==> config.mk <==
export PLATFORM = sky130hd
export DESIGN_NAME = strap_config_latch
export DESIGN_NICKNAME = d
export VERILOG_FILES = /design/src/strap_config_latch.v
export VERILOG_INCLUDE_DIRS = /design/src /design/src/src
export SDC_FILE = /design/constraint.sdc
export NUM_CORES = 1
export LEC_CHECK = 0
export ABC_AREA = 1
export BUFFER_PORTS_ARGS = -buffer_cell sky130_fd_sc_hd__buf_2
export CORE_UTILIZATION = 40
export CTS_CLUSTER_DIAMETER = 150
export DETAILED_ROUTE_END_ITERATION = 8
export GPL_ROUTABILITY_DRIVEN = 0
export PLACE_DENSITY = 0.65
export SYNTH_ARGS = -nofsm -noshare
export SYNTH_HDL_FRONTEND = slang
export SYNTH_SLANG_ARGS = --single-unit
==> constraint.sdc <==
create_clock -name mclk -period 2.7 [get_ports mclk]
set_input_delay 0.135 -clock mclk [delete_from_list [all_inputs] [get_ports mclk]]
set_output_delay 0.135 -clock mclk [all_outputs]
set_load 0.01 [all_outputs]
==> src/strap_config_map.vh <==
`ifndef STRAP_CONFIG_MAP_VH
`define STRAP_CONFIG_MAP_VH
// Strap word bit positions
`define STRAP_P1A_BIT 0
`define STRAP_P1B_BIT 1
`define STRAP_P2A_BIT 2
`define STRAP_P2B_BIT 3
`define STRAP_RXD_LO 4
`define STRAP_RXD_HI 7
`define STRAP_PHY_LO 8
`define STRAP_PHY_HI 9
`define STRAP_TEST_LO 10
`define STRAP_TEST_HI 11
`define STRAP_WIDTH 12
// Defaults as given by internal pull-ups / documented defaults
`define STRAP_DEFAULT 12'h10F
// Port-three interface codes
`define XMII_MII 2'h0
`define XMII_RMII 2'h1
`define XMII_RSVD 2'h2
`define XMII_RGMII 2'h3
// Host serial interface codes
`define HOST_MIIM 2'h0
`define HOST_I2C 2'h1
`define HOST_SPI 2'h2
// PHY configuration codes
`define PHY_RSVD 2'h0
`define PHY_ANEG_EEE 2'h1
`define PHY_F100_MDIX 2'h2
`define PHY_F100_MDI 2'h3
// Sampling sequence timing
`define SETTLE_NS 40
`define CLK_NS 4
`define SETTLE_CYC ((`SETTLE_NS + `CLK_NS - 1) / `CLK_NS)
`define SETTLE_W 4
`endif

==> src/strap_config_latch.v <==
`include "strap_config_map.vh"
module strap_config_latch #(
  parameter SETTLE = `SETTLE_CYC
) (
  input wire mclk,
  input wire rst,
  input wire reset_pin_n,
  input wire soft_reset,
  input wire power_down,
  input wire port1_indicator_a,
  input wire port1_indicator_b,
  input wire port2_indicator_a,
  input wire port2_indicator_b,
  input wire [3:0] rx_data,
  input wire rx_error,
  input wire wake_event_out_n,
  input wire rx_valid,
  input wire spi_data_out,
  input wire start_switch_bit,
  input wire ptp_tick,
  input wire [1:0] gp_in,
  input wire [1:0] gp_dir_out,
  input wire [1:0] gp_out_val,
  input wire [1:0] gp_trigger,
  output reg straps_valid,
  output reg strap_pins_oe_n,
  output reg forward_enable,
  output reg inband_management,
  output reg mii_mac_mode,
  output reg rmii_ref_clock_out,
  output reg rmii_ref_clock_in,
  output reg inband_link_status,
  output reg speed_1000,
  output reg [1:0] xmii_mode,
  output reg xmii_reserved,
  output reg [1:0] host_if_mode,
  output reg phy_autoneg,
  output reg phy_eee,
  output reg phy_mdix,
  output reg phy_reserved,
  output reg factory_test,
  output reg [1:0] gp_sample,
  output reg [1:0] gp_capture,
  output reg [1:0] gp_drive,
  output reg [1:0] gp_oe_n
);

////////////////////////////////////////////////////////////////////////////
localparam S_HOLD = 2'h0;
localparam S_SETTLE = 2'h1;
localparam S_RUN = 2'h2;

reg [1:0] state_r;
reg [1:0] state_nxt;
reg [`SETTLE_W-1:0] cnt_r;
reg [`SETTLE_W-1:0] cnt_nxt;
reg [`STRAP_WIDTH-1:0] strap_r;
reg start_seen_r;
reg start_seen_nxt;
reg forward_nxt;
reg inband_mgmt_nxt;
reg ref_out_nxt;
reg ref_in_nxt;
reg link_status_nxt;
reg speed_1000_nxt;
reg xmii_rsvd_nxt;
reg [1:0] host_nxt;
reg autoneg_nxt;
reg eee_nxt;
reg mdix_nxt;
reg phy_rsvd_nxt;
reg test_nxt;
wire [`STRAP_WIDTH-1:0] strap_now;
wire sample_evt;
wire cfg_mii_mac;
wire [1:0] cfg_xmii;
wire [1:0] cfg_host;
wire [1:0] cfg_phy;

// Positions come from the map so capture and decode cannot drift apart
assign strap_now[`STRAP_P1A_BIT] = port1_indicator_a;
assign strap_now[`STRAP_P1B_BIT] = port1_indicator_b;
assign strap_now[`STRAP_P2A_BIT] = port2_indicator_a;
assign strap_now[`STRAP_P2B_BIT] = port2_indicator_b;
assign strap_now[`STRAP_RXD_HI:`STRAP_RXD_LO] = rx_data;
assign strap_now[`STRAP_PHY_LO] = wake_event_out_n;
assign strap_now[`STRAP_PHY_HI] = rx_error;
assign strap_now[`STRAP_TEST_LO] = rx_valid;
assign strap_now[`STRAP_TEST_HI] = spi_data_out;
// Any reset source forces straps back onto the pins
assign sample_evt = soft_reset | power_down | ~reset_pin_n;

////////////////////////////////////////////////////////////////////////////
// Sampling sequence: pins released to straps, settle, then latch
always @* begin
  state_nxt = state_r;
  cnt_nxt = cnt_r;
  case (state_r)
    S_HOLD: begin
      cnt_nxt = {`SETTLE_W{1'b0}};
      if (!sample_evt)
        state_nxt = S_SETTLE;
    end
    S_SETTLE: begin
      if (sample_evt) begin
        state_nxt = S_HOLD;
      end else if (cnt_r == SETTLE[`SETTLE_W-1:0] - 4'h1) begin
        state_nxt = S_RUN;
      end else begin
        cnt_nxt = cnt_r + 4'h1;
      end
    end
    S_RUN: begin
      if (sample_evt)
        state_nxt = S_HOLD;
    end
    default: state_nxt = S_HOLD;
  endcase
end

always @(posedge mclk) begin
  if (rst) begin
    state_r <= S_HOLD;
    cnt_r <= {`SETTLE_W{1'b0}};
    strap_r <= `STRAP_DEFAULT;
  end else begin
    state_r <= state_nxt;
    cnt_r <= cnt_nxt;
    // Latch only on the settle-to-run step; frozen while running
    if (state_r == S_SETTLE && state_nxt == S_RUN)
      strap_r <= strap_now;
  end
end

////////////////////////////////////////////////////////////////////////////
// Decode of latched straps
assign cfg_mii_mac = strap_r[`STRAP_P2A_BIT];
assign cfg_xmii = strap_r[`STRAP_RXD_HI:`STRAP_RXD_HI-1];
assign cfg_phy = strap_r[`STRAP_PHY_HI:`STRAP_PHY_LO];
assign cfg_host = strap_r[`STRAP_RXD_LO+1:`STRAP_RXD_LO];

always @* begin
  // Start bit is remembered in RUN so a pulse from software there is enough
  start_seen_nxt = start_seen_r;
  if (state_r != S_RUN)
    start_seen_nxt = 1'b0;
  else if (start_switch_bit)
    start_seen_nxt = 1'b1;
  // Forwarding is held off outside RUN whatever the strap says
  forward_nxt = 1'b0;
  if (state_r == S_RUN) begin
    if (strap_r[`STRAP_P1A_BIT])
      forward_nxt = 1'b1;
    else
      forward_nxt = start_seen_r | start_switch_bit;
  end
  inband_mgmt_nxt = ~strap_r[`STRAP_P1B_BIT];
  speed_1000_nxt = ~strap_r[`STRAP_P2B_BIT];
  test_nxt = |strap_r[`STRAP_TEST_HI:`STRAP_TEST_LO];
  // Third port: clock direction and in-band status follow the MAC strap
  ref_out_nxt = 1'b0;
  ref_in_nxt = 1'b0;
  link_status_nxt = 1'b0;
  xmii_rsvd_nxt = 1'b0;
  case (cfg_xmii)
    `XMII_RMII: begin
      ref_out_nxt = ~cfg_mii_mac;
      ref_in_nxt = cfg_mii_mac;
    end
    `XMII_RGMII: begin
      link_status_nxt = cfg_mii_mac;
    end
    `XMII_RSVD: begin
      // Reserved code is passed on and flagged, not remapped
      xmii_rsvd_nxt = 1'b1;
    end
    default: begin
      xmii_rsvd_nxt = 1'b0;
    end
  endcase
  case (cfg_host)
    2'h0: host_nxt = `HOST_MIIM;
    2'h1: host_nxt = `HOST_I2C;
    default: host_nxt = `HOST_SPI;
  endcase
  autoneg_nxt = 1'b0;
  eee_nxt = 1'b0;
  mdix_nxt = 1'b0;
  phy_rsvd_nxt = 1'b0;
  case (cfg_phy)
    `PHY_ANEG_EEE: begin
      autoneg_nxt = 1'b1;
      eee_nxt = 1'b1;
    end
    `PHY_F100_MDIX: begin
      mdix_nxt = 1'b1;
    end
    `PHY_F100_MDI: begin
      mdix_nxt = 1'b0;
    end
    default: begin
      phy_rsvd_nxt = 1'b1;
    end
  endcase
end

always @(posedge mclk) begin
  if (rst) begin
    straps_valid <= 1'b0;
    strap_pins_oe_n <= 1'b1;
    start_seen_r <= 1'b0;
    forward_enable <= 1'b0;
    inband_management <= 1'b0;
    mii_mac_mode <= 1'b1;
    rmii_ref_clock_out <= 1'b0;
    rmii_ref_clock_in <= 1'b0;
    inband_link_status <= 1'b0;
    speed_1000 <= 1'b0;
    xmii_mode <= `XMII_MII;
    xmii_reserved <= 1'b0;
    host_if_mode <= `HOST_MIIM;
    phy_autoneg <= 1'b1;
    phy_eee <= 1'b1;
    phy_mdix <= 1'b0;
    phy_reserved <= 1'b0;
    factory_test <= 1'b0;
  end else begin
    straps_valid <= (state_r == S_RUN);
    // Shared pins stay released until straps are latched
    strap_pins_oe_n <= (state_r != S_RUN);
    start_seen_r <= start_seen_nxt;
    forward_enable <= forward_nxt;
    inband_management <= inband_mgmt_nxt;
    mii_mac_mode <= cfg_mii_mac;
    rmii_ref_clock_out <= ref_out_nxt;
    rmii_ref_clock_in <= ref_in_nxt;
    inband_link_status <= link_status_nxt;
    speed_1000 <= speed_1000_nxt;
    xmii_mode <= cfg_xmii;
    xmii_reserved <= xmii_rsvd_nxt;
    host_if_mode <= host_nxt;
    phy_autoneg <= autoneg_nxt;
    phy_eee <= eee_nxt;
    phy_mdix <= mdix_nxt;
    phy_reserved <= phy_rsvd_nxt;
    factory_test <= test_nxt;
  end
end

////////////////////////////////////////////////////////////////////////////
// General purpose timing pins, advanced on the precision-time tick
// Pin edges show three ticks late; pulses shorter than a tick may be lost
genvar g;
generate
  for (g = 0; g < 2; g = g + 1) begin : gp
    reg sync1_r;
    reg sync2_r;
    reg prev_r;
    wire rise_w;
    assign rise_w = sync2_r & ~prev_r;
    always @(posedge mclk) begin
      if (rst) begin
        sync1_r <= 1'b1;
        sync2_r <= 1'b1;
        prev_r <= 1'b1;
        gp_sample[g] <= 1'b1;
        gp_capture[g] <= 1'b0;
        gp_drive[g] <= 1'b1;
        gp_oe_n[g] <= 1'b1;
      end else begin
        gp_capture[g] <= 1'b0;
        if (ptp_tick) begin
          sync1_r <= gp_in[g];
          sync2_r <= sync1_r;
          prev_r <= sync2_r;
          gp_sample[g] <= sync2_r;
          // Capture fires on a rising edge while the pin is an input
          if (!gp_dir_out[g])
            gp_capture[g] <= rise_w;
          gp_drive[g] <= gp_out_val[g] ^ gp_trigger[g];
          gp_oe_n[g] <= ~gp_dir_out[g];
        end
      end
    end
  end
endgenerate

endmodule

==> run metrics, run 1 <==
Post-Place Cells=302; # rows=23; Root Driver=clkbuf_8; initial antenna violation count=0; kind of critical path=flop to flop; worst endpoint required time=2.88 ns; Reg2Reg Launch Point=cnt_r[0]$_SDFFE_PP0P_; Critical Path AT=1.63 ns; hold path depth=3; Fillers=403; first-pass GRT wire length=5.064 mm; dpl hpwl=2.280 mm; R2R Setup Slk=1.25 ns; largest net degree at the start of global routing=23; Setup crit start kind=flop; cell with the most instances after synthesis=dfxtp_1; crit share post-route=53.62%; Clock Path Buffers=2; Fmax achieved=0.6907 GHz; Post-Synthesis Cells=207; Overflow after GRT=0; critical path endpoint category=flop; hold path startpoint=port2_indicator_a; top cells by count, synth=dfxtp_1 (49), nand2_1 (43), nor2_1 (38); maxcap violations=0; met3 wire len=215 microns; cell taking the most area after synthesis=dfxtp_1; Num CTS Buffers=5; CTS tree=done; Pwr Density=633.2 nW/um^2; VDD IR max=0.2425 mV; wire length on met2=1.431 mm; dominant synthesized flop cell=dfxtp_1; pins over their slew limit=0; ys async rst share=0%; # IOs=54; vias=1402; Tmin final=1.448 ns; Setup Buffers After CTS=0; leakage power=1.041 nW; post-synth top area share=57.48%; die area=4532 sq um; Synth Cell Area=1707 sq um; IO buf count=53; post-synthesis simple-gate area fraction=25.95%; final std cells w/o fill=310; Pwr Total=0.001333 W; critical path's most frequent cell=inv_1; slew at the pin closest to its max-slew limit=0.6422 ns; Seq/Total Area, Yosys=57.48%; R2R cell count=8; area added between synthesis and finish=23.39%; Hold Fails Final Rpt=0; crit-path max FO=6; status=finished, final reports clean; clk_lat worst skew=0.29 ns; number of diodes=0; Tot GR Track Use=15.10%; mux share of post-synthesis cell area=0%; post-synthesis xor/xnor area fraction=0%; Starting Density=42.06%; H-tree Lvls=2; width of the die=67.32 microns; slowest cell delay on critical path=0.43 ns; Net Sw Power=0.0002693 W; Avg WL per Cell=9.990 microns; final wirelength=3.097 mm; Die H=67.32 microns; share of layout cells above drive strength 1=25.38%; CP max stage cell=dfxtp_1; DRT antenna net count=0; Final WS setup=1.252 ns; critical-path cell list=ha_1 > nand2_1 > inv_1 > nand2_2 > nor2_4 > nand3_2 > inv_1 > o21ai_0; Finished Core Util=51.90%; Tightest Hold Check Type=input pin to flop; Slew HR=57.14%; post-synthesis adder-cell area fraction=1.466%; RSZ-0062 raised after global routing=false; r2r endpoint=strap_r[3]$_SDFFE_PP1P_; vias in the first global route=1200; Sw Ratio=20.19%; largest family of logic cells by synthesized area=simple AND/OR/NAND/NOR gates; via/cell ratio=4.523; core area=4058 sq um; Synth Area in Compound Gates=8.211%; Final Skew=0.003389 ns; Hold Path End=strap_r[2]$_SDFFE_PP1P_; clock slew at reported path FFs=0.08 ns; yosys warns=0; Clock Power Share=39.6%; TNS Setup=0 ns; syn_area_per_cell=8.245 sq um; Sequential Power Share=55.6%; Final nets=288; DRT Pass-1 Iters=4; Placement Setup Slack=1.213 ns; CTS Sinks=49; EDFF count, synth=0; final setup fails=0; Synth cell types=23; cts repair resizes=0; main area contributors after synthesis=dfxtp_1 (57%), nand2_1 (9.5%), nor2_1 (8.4%); synthesized net count=236; Internal Pwr Total=0.001064 W; Combinational Power Share=4.8%; DRC=0; Starting DRT DRC Count=86; register bit total from synthesis=49; DRT met1 WL=1.438 mm; Top Layer Used=met4; post-cts hold buffer count=0
[layout make-up]
type | instances | area [sq um] | share of cell area (%)
Multi-Input combinational cell | 132 | 608.1 | 28.88
Tap cell | 50 | 62.56 | 2.971
Inverter | 18 | 72.57 | 3.446
Clock inverter | 1 | 30.03 | 1.426
Sequential cell | 49 | 980.9 | 46.58
Clock buffer | 7 | 86.33 | 4.100
Timing Repair Buffer | 53 | 265.3 | 12.60
[kinds of logic after synthesis]
group,count (synthesis)
simple gates,103
buf+inv,26
flops,49
fa+ha+maj,2
compound gates,27
[power groups by stage]
stage               clock network (W)  registers, W  logic [W]
finish                       0.000529      0.000741  0.0000641
global route                 0.000575      0.000743  0.0000730
CTS                          0.000545      0.000741  0.0000652
detailed placement                  0      0.000758  0.0000647
global placement                    0      0.000758  0.0000646
floorplan                           0      0.000759  0.0000340
[layout by cell type, fill, tap and decap left out]
| cell | count |
|---|---|
| nand3_1 | 7 |
| nor3_1 | 6 |
| nor2_1 | 38 |
| inv_1 | 17 |
| nor2_2 | 1 |
| a21oi_1 | 14 |
| ha_1 | 2 |
| nand3b_1 | 2 |
| buf_2 | 53 |
| nand2_1 | 43 |
| o211ai_1 | 1 |
| nand4_1 | 1 |
| clkbuf_1 | 1 |
| dfxtp_1 | 49 |
| clkbuf_8 | 6 |
| a21boi_0 | 1 |
| nor2_4 | 1 |
| nand2_2 | 1 |
| bufinv_16 | 1 |
| o21ai_0 | 11 |
| clkinv_4 | 1 |
| nand2_4 | 1 |
| nor3b_1 | 1 |
| nand3_2 | 1 |
[sequential cells by signal, summed over array words and instances, names as in the netlist, 2 cells and up]
register	count
strap_r	12
gp.sync2_r	2
xmii_mode	2
gp_capture	2
host_if_mode	2
gp.sync1_r	2
gp.prev_r	2
cnt_r	4
gp_drive	2
gp_oe_n	2
state_r	2
[critical path, delay by kind of cell, from the launching register on]
kind / cells / cell delay, ns
adders and majority gates: 1 / 0.18
and+or+nand+nor: 4 / 0.41
buffers and inverters: 2 / 0.22
DFF: 1 / 0.43
AOI/OAI and AO/OA: 1 / 0.09
[worst max path at each step]
stage,endpoint,from,slack [ns],cells past startpoint
floorplan,strap_r[10]$_SDFFE_PP0P_,cnt_r[0]$_SDFFE_PP0P_,1.46,8
global placement,strap_r[1]$_SDFFE_PP1P_,rst,1.31,5
detailed placement,strap_r[3]$_SDFFE_PP1P_,rst,1.21,5
CTS,strap_r[3]$_SDFFE_PP1P_,cnt_r[0]$_SDFFE_PP0P_,1.23,8
global route,strap_r[3]$_SDFFE_PP1P_,cnt_r[0]$_SDFFE_PP0P_,1.05,8
finish,strap_r[3]$_SDFFE_PP1P_,cnt_r[0]$_SDFFE_PP0P_,1.25,8
[per-stage QoR]
step	area [sq um]	hold WS (ns)
3_5_place_dp	1989	0.3388
6_report	2106	0.03628
2_1_floorplan	1707	0.2103
4_1_cts	2106	0.03037
3_3_place_gp	1989	0.3428
5_1_grt	2106	0.02935
[routing by layer]
metal / GRT usage [%] / up-vias
met3: 6.081 / 2
met1: 18.30 / 605
li1: - / 754
met5: 0 / -
met4: 4.787 / 0
met2: 24.25 / 41
Power figures use the tool's default switching activity.
==> run 2, diff against run 1 <==
--- a/config.mk
+++ b/config.mk
@@ -6,13 +6,13 @@
 export SDC_FILE = /design/constraint.sdc
 export NUM_CORES = 1
 export LEC_CHECK = 0
-export ABC_AREA = 1
+export ABC_AREA = 0
 export BUFFER_PORTS_ARGS = -buffer_cell sky130_fd_sc_hd__buf_2
 export CORE_UTILIZATION = 40
 export CTS_CLUSTER_DIAMETER = 150
 export DETAILED_ROUTE_END_ITERATION = 8
 export GPL_ROUTABILITY_DRIVEN = 0
-export PLACE_DENSITY = 0.65
+export PLACE_DENSITY = 0.67
 export SYNTH_ARGS = -nofsm -noshare
 export SYNTH_HDL_FRONTEND = slang
 export SYNTH_SLANG_ARGS = --single-unit
==> constraint.sdc (replaced) <==
create_clock -name mclk -period 1.2 [get_ports mclk]
set_input_delay 0.06 -clock mclk [delete_from_list [all_inputs] [get_ports mclk]]
set_output_delay 0.06 -clock mclk [all_outputs]
set_load 0.01 [all_outputs]
==> run metrics, run 2 <==
status=complete, but fails checks; failing checks=setup timing; main area contributors after synthesis=dfxtp_1 (54%), mux2i_1 (7.1%), nand2b_1 (6.5%); slowest cell delay on critical path=0.34 ns (-0.09 ns); syn_area_per_cell=10.37 sq um (+26%); final std cells w/o fill=294 (-5.2%); Tightest Hold Check Type=input pin to flop; ys async rst share=0% (unchanged); Setup crit start kind=flop; share of layout cells above drive strength 1=36.36% (+11 points); Post-Synthesis Cells=176 (-15%); final setup fails=17 (+17); initial antenna violation count=0 (unchanged); final wirelength=3.305 mm (+6.7%); die area=4838 sq um (+6.8%); slew at the pin closest to its max-slew limit=0.3846 ns (-0.2576 ns); commonest non-fill, non-tap cell in the layout=buf_2; CP bufs+invs=1 (-1); most frequent cells in the layout=buf_2 (53), dfxtp_1 (47), nand2b_1 (19), nor2_1 (18), mux2i_1 (13); Seq/Total Area, Yosys=53.74% (-3.7 points); cell taking the most area after synthesis=dfxtp_1; leakage power=1.022 nW (-1.8%); Fillers=403 (unchanged); Starting DRT DRC Count=37 (-57%); core area=4384 sq um (+8.0%); vias in the first global route=1317 (+9.8%); CP max stage cell=dfxtp_2; Pwr Density=1172 nW/um^2 (+85%); largest delay contributor family on the critical path=flip-flops; yosys warns=0 (unchanged); # rows=24 (+4.3%); largest register by flop count=strap_r; Avg WL per Cell=11.24 microns (+13%); first-pass GRT wire length=5.609 mm (+11%); max reg flops=12 (unchanged); Fmax achieved=0.6922 GHz (+0.21%); Clock Path Buffers=2 (unchanged); clk_lat worst skew=0.29 ns (about the same); number of diodes=0 (unchanged); RSZ-0062 raised after global routing=true; H-tree Lvls=2 (unchanged); VDD IR max=0.6651 mV (+170%); Hold Fails Final Rpt=0 (unchanged); Synth Cell Area=1826 sq um (+7.0%); Starting Density=41.64% (-0.42 points); Root Driver=clkbuf_8; post-synth top area share=53.74% (-3.7 points); largest registers=strap_r: 12 flops, cnt_r: 4 flops; top cells by count, synth=dfxtp_1 (49), nand2b_1 (19), nor2_1 (18); worst endpoint required time=1.39 ns (-1.49 ns); Worst path depth=5 (-3); EDFF count, synth=0 (unchanged); Synth cell types=34 (+48%); Slew HR=74.00% (+17 points); crit share post-route=120.4% (+67 points); Die H=69.56 microns (+3.3%); Hold WS=0.01655 ns (-0.01972 ns); crit-path max FO=3 (-3); width of the die=69.56 microns (+3.3%); largest net degree at the start of global routing=24 (+4.3%); hold path depth=3 (unchanged); area added between synthesis and finish=31.05%; dpl hpwl=2.231 mm (-2.2%); Overflow after GRT=0 (unchanged); Storage cell area=983.4 sq um (+0.26%); DRT antenna net count=0 (unchanged); # IOs=54 (unchanged); DRT Pass-1 Iters=2 (-2); R2R Setup Slk=-0.24 ns (-1.50 ns); cell with the most instances after synthesis=dfxtp_1; maxcap violations=0 (unchanged); Post-Place Cells=281 (-7.0%); Multi-input gate area=802.0 sq um (+32%); CTS Sinks=49 (unchanged); pins over their slew limit=0 (unchanged); critical-path cell list=inv_2 > ha_4 > and4b_1 > a211o_1 > mux2_4; synthesized net count=205 (-13%); CTS tree=done; vias=1355 (-3.4%); DRC=0 (unchanged); Final WS setup=-0.2447 ns (-1.497 ns); Final Skew=0.003300 ns (-0.00008854 ns); Tot GR Track Use=14.50% (-0.60 points); dominant synthesized flop cell=dfxtp_1; Critical Path AT=1.63 ns (about the same); Num CTS Buffers=5 (unchanged); R2R cell count=5 (-3); critical path endpoint category=flop; clock slew at reported path FFs=0.09 ns (about the same); IO buf count=53 (unchanged); Final nets=270 (-6.3%); Tmin final=1.445 ns (-0.003043 ns); register bit total from synthesis=49 (unchanged); via/cell ratio=4.609 (+1.9%); kind of critical path=flop to flop
## run 2: cell types whose count changed after synthesis, moves of 3 or more
cell	before	now
a211o_1	0	7
nand2_1	43	5
o21ai_0	11	2
a21oi_1	14	3
nor2b_1	0	9
nand2b_1	0	19
inv_1	17	7
clkbuf_1	2	7
buf_2	3	0
nand3_1	7	0
nor2_1	38	18
or2_2	0	3
mux2i_1	0	13
## run 2: area by class of cell
cell class / instances / area share, %
inverter: 7 / 1.098
sequential: 49 / 41.11
clock inverter: 2 / 0.5753
tap: 52 / 2.720
multi-input combinational: 108 / 33.53
timing repair buffer: 70 / 17.94
clock buffer: 6 / 3.033
## run 2: worst paths after layout
kind | from | endpoint
min reg2reg | strap_r[3]$_SDFFE_PP1P_ | speed_1000$_SDFF_PP0_
max | cnt_r[1]$_SDFFE_PP0P_ | cnt_r[1]$_SDFFE_PP0P_
min | port2_indicator_b | strap_r[3]$_SDFFE_PP1P_
max reg2reg | cnt_r[1]$_SDFFE_PP0P_ | cnt_r[1]$_SDFFE_PP0P_
## run 2: metal layers
metal | GRT usage [%] | vias up | share of wire [%] | wire [microns]
li1 | - | 713 | - | -
met1 | 16.45 | 605 | 45 | 1479
met2 | 25.67 | 33 | 49 | 1617
met3 | 4.506 | 4 | 4.8 | 159
met4 | 4.762 | 0 | 1.5 | 48
met5 | 0 | - | 0 | 0
## run 2: logic make-up after synthesis
family          count (synthesis)  synth area share [%]
simple gates                   70                 21.93
flops                          49                 53.74
compound gates                 19                 8.293
buf+inv                        19                 5.346
mux                            15                 8.362
xor+xnor                        2                0.9597
fa+ha+maj                       2                 1.371
## run 2: repair_timing
item,4_1_cts,5_1_grt
hold buffers,5,0
endpoints found under the setup margin,16,17
gates cloned,0,0
hold endpoints to repair,6,0
gates resized for setup,3,6
setup buffers,1,2
pin swaps,2,4
## run 2: report_power, final
part | internal [W] | switching [W] | total [W]
logic | 0.000107 | 0.0000872 | 0.000194
clock network | 0.000416 | 0.000532 | 0.000948
registers | 0.00165 | 0.0000133 | 0.00166
total | 0.00217 | 0.000632 | 0.00280
## run 2: tightest hold or removal path, cell delays in order
cell	delay, ns
buf_2	0.07
nor2_1	0.03
mux2i_1	0.11
## run 2: per-stage QoR
stage	area, sq um	total power [W]	setup TNS (ns)	util, %	worst slack (ns)
final	2392	0.002803	-2.559	54.57	-0.2447
after global routing	2392	0.002921	-3.933	54.57	-0.3218
after CTS	2366	0.002838	-2.447	53.97	-0.2094
after detailed placement	2210	0.001880	-2.520	50.40	-0.2448
after global placement	2210	0.001878	-2.409	50.40	-0.2396
after floorplan	1848	0.001805	-1.435	-	-0.1687
==> run 3, diff against run 2 <==
--- a/config.mk
+++ b/config.mk
@@ -6,13 +6,13 @@
 export SDC_FILE = /design/constraint.sdc
 export NUM_CORES = 1
 export LEC_CHECK = 0
-export ABC_AREA = 0
+export ABC_AREA = 1
 export BUFFER_PORTS_ARGS = -buffer_cell sky130_fd_sc_hd__buf_2
 export CORE_UTILIZATION = 40
 export CTS_CLUSTER_DIAMETER = 150
 export DETAILED_ROUTE_END_ITERATION = 8
 export GPL_ROUTABILITY_DRIVEN = 0
-export PLACE_DENSITY = 0.67
+export PLACE_DENSITY = 0.68
 export SYNTH_ARGS = -nofsm -noshare
 export SYNTH_HDL_FRONTEND = slang
 export SYNTH_SLANG_ARGS = --single-unit
==> run metrics, run 3 (synthesis results as in run 1) <==
status=complete, but fails checks; failing checks=setup timing; H-tree Lvls=2 (unchanged); DRC=0 (unchanged); most frequent cells in the layout=buf_2 (53), dfxtp_1 (46), nand2_1 (37), nor2_1 (35), dlygate4sd3_1 (18); core area=4058 sq um (-7.4%); DRT Pass-1 Iters=4 (+2); Hold Fails Final Rpt=0 (unchanged); hold path startpoint=rx_data[3]; Final WS setup=-0.05481 ns (+0.1899 ns); Critical Path AT=1.50 ns (-0.13 ns); final setup fails=12 (-5); crit share post-route=104.6% (-16 points); Die H=67.32 microns (-3.2%); CP bufs+invs=3 (+2); Reg2Reg Launch Point=cnt_r[1]$_SDFFE_PP0P_; RSZ-0062 raised after global routing=true; CP max stage cell=dfxtp_2; Num CTS Buffers=5 (unchanged); kind of critical path=flop to flop; Clock Power Share=34.0% (+0.2 points); hold path depth=3 (unchanged); Overflow after GRT=0 (unchanged); share of layout cells above drive strength 1=35.62% (-0.75 points); final wirelength=3.695 mm (+12%); clock slew at reported path FFs=0.09 ns (about the same); slowest cell delay on critical path=0.33 ns (about the same); Tightest Hold Check Type=input pin to flop; Tmin final=1.255 ns (-0.1899 ns); Starting Density=42.06% (+0.42 points); Internal Pwr Total=0.002183 W (+0.55%); R2R Setup Slk=-0.05 ns (+0.19 ns); Root Driver=clkbuf_8; clk_lat worst skew=0.31 ns (+0.02 ns); crit path from=cnt_r[1]$_SDFFE_PP0P_; Fmax achieved=0.7969 GHz (+15%); Post-Place Cells=310 (+10%); Avg WL per Cell=10.80 microns (-3.9%); Final Skew=0.007071 ns (+0.003770 ns); Pwr Density=1156 nW/um^2 (-1.3%); R2R cell count=10 (+5); Net Sw Power=0.0006763 W (+7.0%); IO buf count=53 (unchanged); leakage power=1.194 nW (+17%); largest net degree at the start of global routing=17 (-29%); Hold WS=0.009014 ns (-0.007540 ns); area added between synthesis and finish=44.87%; die area=4532 sq um (-6.3%); Fillers=363 (-9.9%); crit-path max FO=8 (+5); final std cells w/o fill=342 (+16%); largest register by flop count=strap_r; Sw Ratio=23.65% (+1.1 points); Slew HR=69.93% (-4.1 points); maxcap violations=0 (unchanged); first-pass GRT wire length=5.989 mm (+6.8%); r2r endpoint=strap_r[8]$_SDFFE_PP1P_; critical-path cell list=inv_2 > ha_4 > nand2_2 > inv_2 > nand2_4 > nor2_4 > nand2_4 > inv_8 > nand2_1 > o21ai_1; width of the die=67.32 microns (-3.2%); Hold Path End=strap_r[7]$_SDFFE_PP0P_; slew at the pin closest to its max-slew limit=0.4505 ns (+0.06593 ns); DRT antenna net count=0 (unchanged); Tot GR Track Use=18.05% (+3.6 points); Final nets=320 (+19%); Setup crit start kind=flop; Combinational Power Share=7.8% (+0.9 points); CTS Sinks=49 (unchanged); CTS tree=done; pins over their slew limit=0 (unchanged); largest delay contributor family on the critical path=simple AND/OR/NAND/NOR gates; dpl hpwl=2.356 mm (+5.6%); TNS Setup=-0.4584 ns (+2.101 ns); initial antenna violation count=0 (unchanged); Worst path depth=10 (+5); # rows=23 (-4.2%); vias=1557 (+15%); number of diodes=0 (unchanged); commonest non-fill, non-tap cell in the layout=buf_2; max reg flops=12 (unchanged); VDD IR max=0.6712 mV (+0.91%); worst endpoint required time=1.45 ns (+0.06 ns); via/cell ratio=4.553 (-1.2%); # IOs=54 (unchanged); Sequential Power Share=58.3% (-1.0 points); critical path endpoint category=flop; largest registers=strap_r: 12 flops, cnt_r: 4 flops; vias in the first global route=1408 (+6.9%); Clock Path Buffers=2 (unchanged); Starting DRT DRC Count=68 (+84%)
run 3: changes by cell type in the layout (fill, tap and decap cells not counted), moves of 4 or more:
cell / change
nand2_1: +32
mux2i_1: -13
nor2_1: +17
nand2b_1: -19
dlygate4sd3_1: +13
nand3_1: +6
inv_1: +9
o21ai_2: +5
buf_4: +4
a21oi_1: +11
a211o_1: -7
nand2_2: +6
nor2b_1: -9
run 3: worst reg2reg max path: cells and delay by family (launching register included):
family,cells,cell delay (ns)
AOI/OAI and AO/OA,1,0.07
adders and majority gates,1,0.12
buffers and inverters,3,0.23
DFF,1,0.33
and+or+nand+nor,5,0.45
run 3: what timing repair did:
| item | in CTS | in global routing |
|---|---|---|
| setup buffers | 1 | 4 |
| gates resized for setup | 18 | 21 |
| pin swaps | 5 | 9 |
| hold endpoints to repair | 15 | 2 |
| cloned | 1 | 0 |
| hold buffers | 16 | 2 |
| setup endpoints to repair | 15 | 17 |
run 3: power groups by stage:
stage / Sequential, W / Combinational, W / Clock [W]
floorplan: 0.00171 / 0.0000766 / 0
global placement: 0.00170 / 0.000162 / 0
detailed placement: 0.00170 / 0.000163 / 0
CTS: 0.00167 / 0.000209 / 0.00100
global route: 0.00167 / 0.000246 / 0.00108
finish: 0.00167 / 0.000222 / 0.000972
run 3: worst max-delay path by stage:
stage and endpoint:
6_report strap_r[8]$_SDFFE_PP1P_, 2_1_floorplan strap_r[10]$_SDFFE_PP0P_, 3_3_place_gp strap_r[3]$_SDFFE_PP1P_, 3_5_place_dp strap_r[8]$_SDFFE_PP1P_
5_1_grt strap_r[11]$_SDFFE_PP0P_, 4_1_cts strap_r[1]$_SDFFE_PP1P_
run 3: layer usage:
metal	track usage (%)	wire length [microns]	share of wire, %
met1	20.50	1593	43
met2	30.88	1895	51
met3	5.574	156	4.2
met4	7.979	50	1.4
met5	0	0	0
run 3: layout make-up:
class | instances | area, sq um | share of cell area, %
Sequential cell | 49 | 987.2 | 39.93
Multi-Input combinational cell | 133 | 708.2 | 28.64
Clock buffer | 5 | 68.82 | 2.783
Inverter | 18 | 77.57 | 3.138
Tap cell | 50 | 62.56 | 2.530
Clock inverter | 3 | 21.27 | 0.8603
Timing Repair Buffer | 84 | 546.8 | 22.12
run 3: through the flow:
step                setup WS (ns)  util (%)  instance area, sq um  power [W]
global route              -0.1456     60.93                  2472   0.002997
global placement         -0.05509     50.57                  2052   0.001865
finish                   -0.05481     60.93                  2472   0.002859
floorplan                0.009914         -                  1709   0.001785
detailed placement        -0.1156     50.57                  2052   0.001867
CTS                      -0.06577     57.94                  2351   0.002878
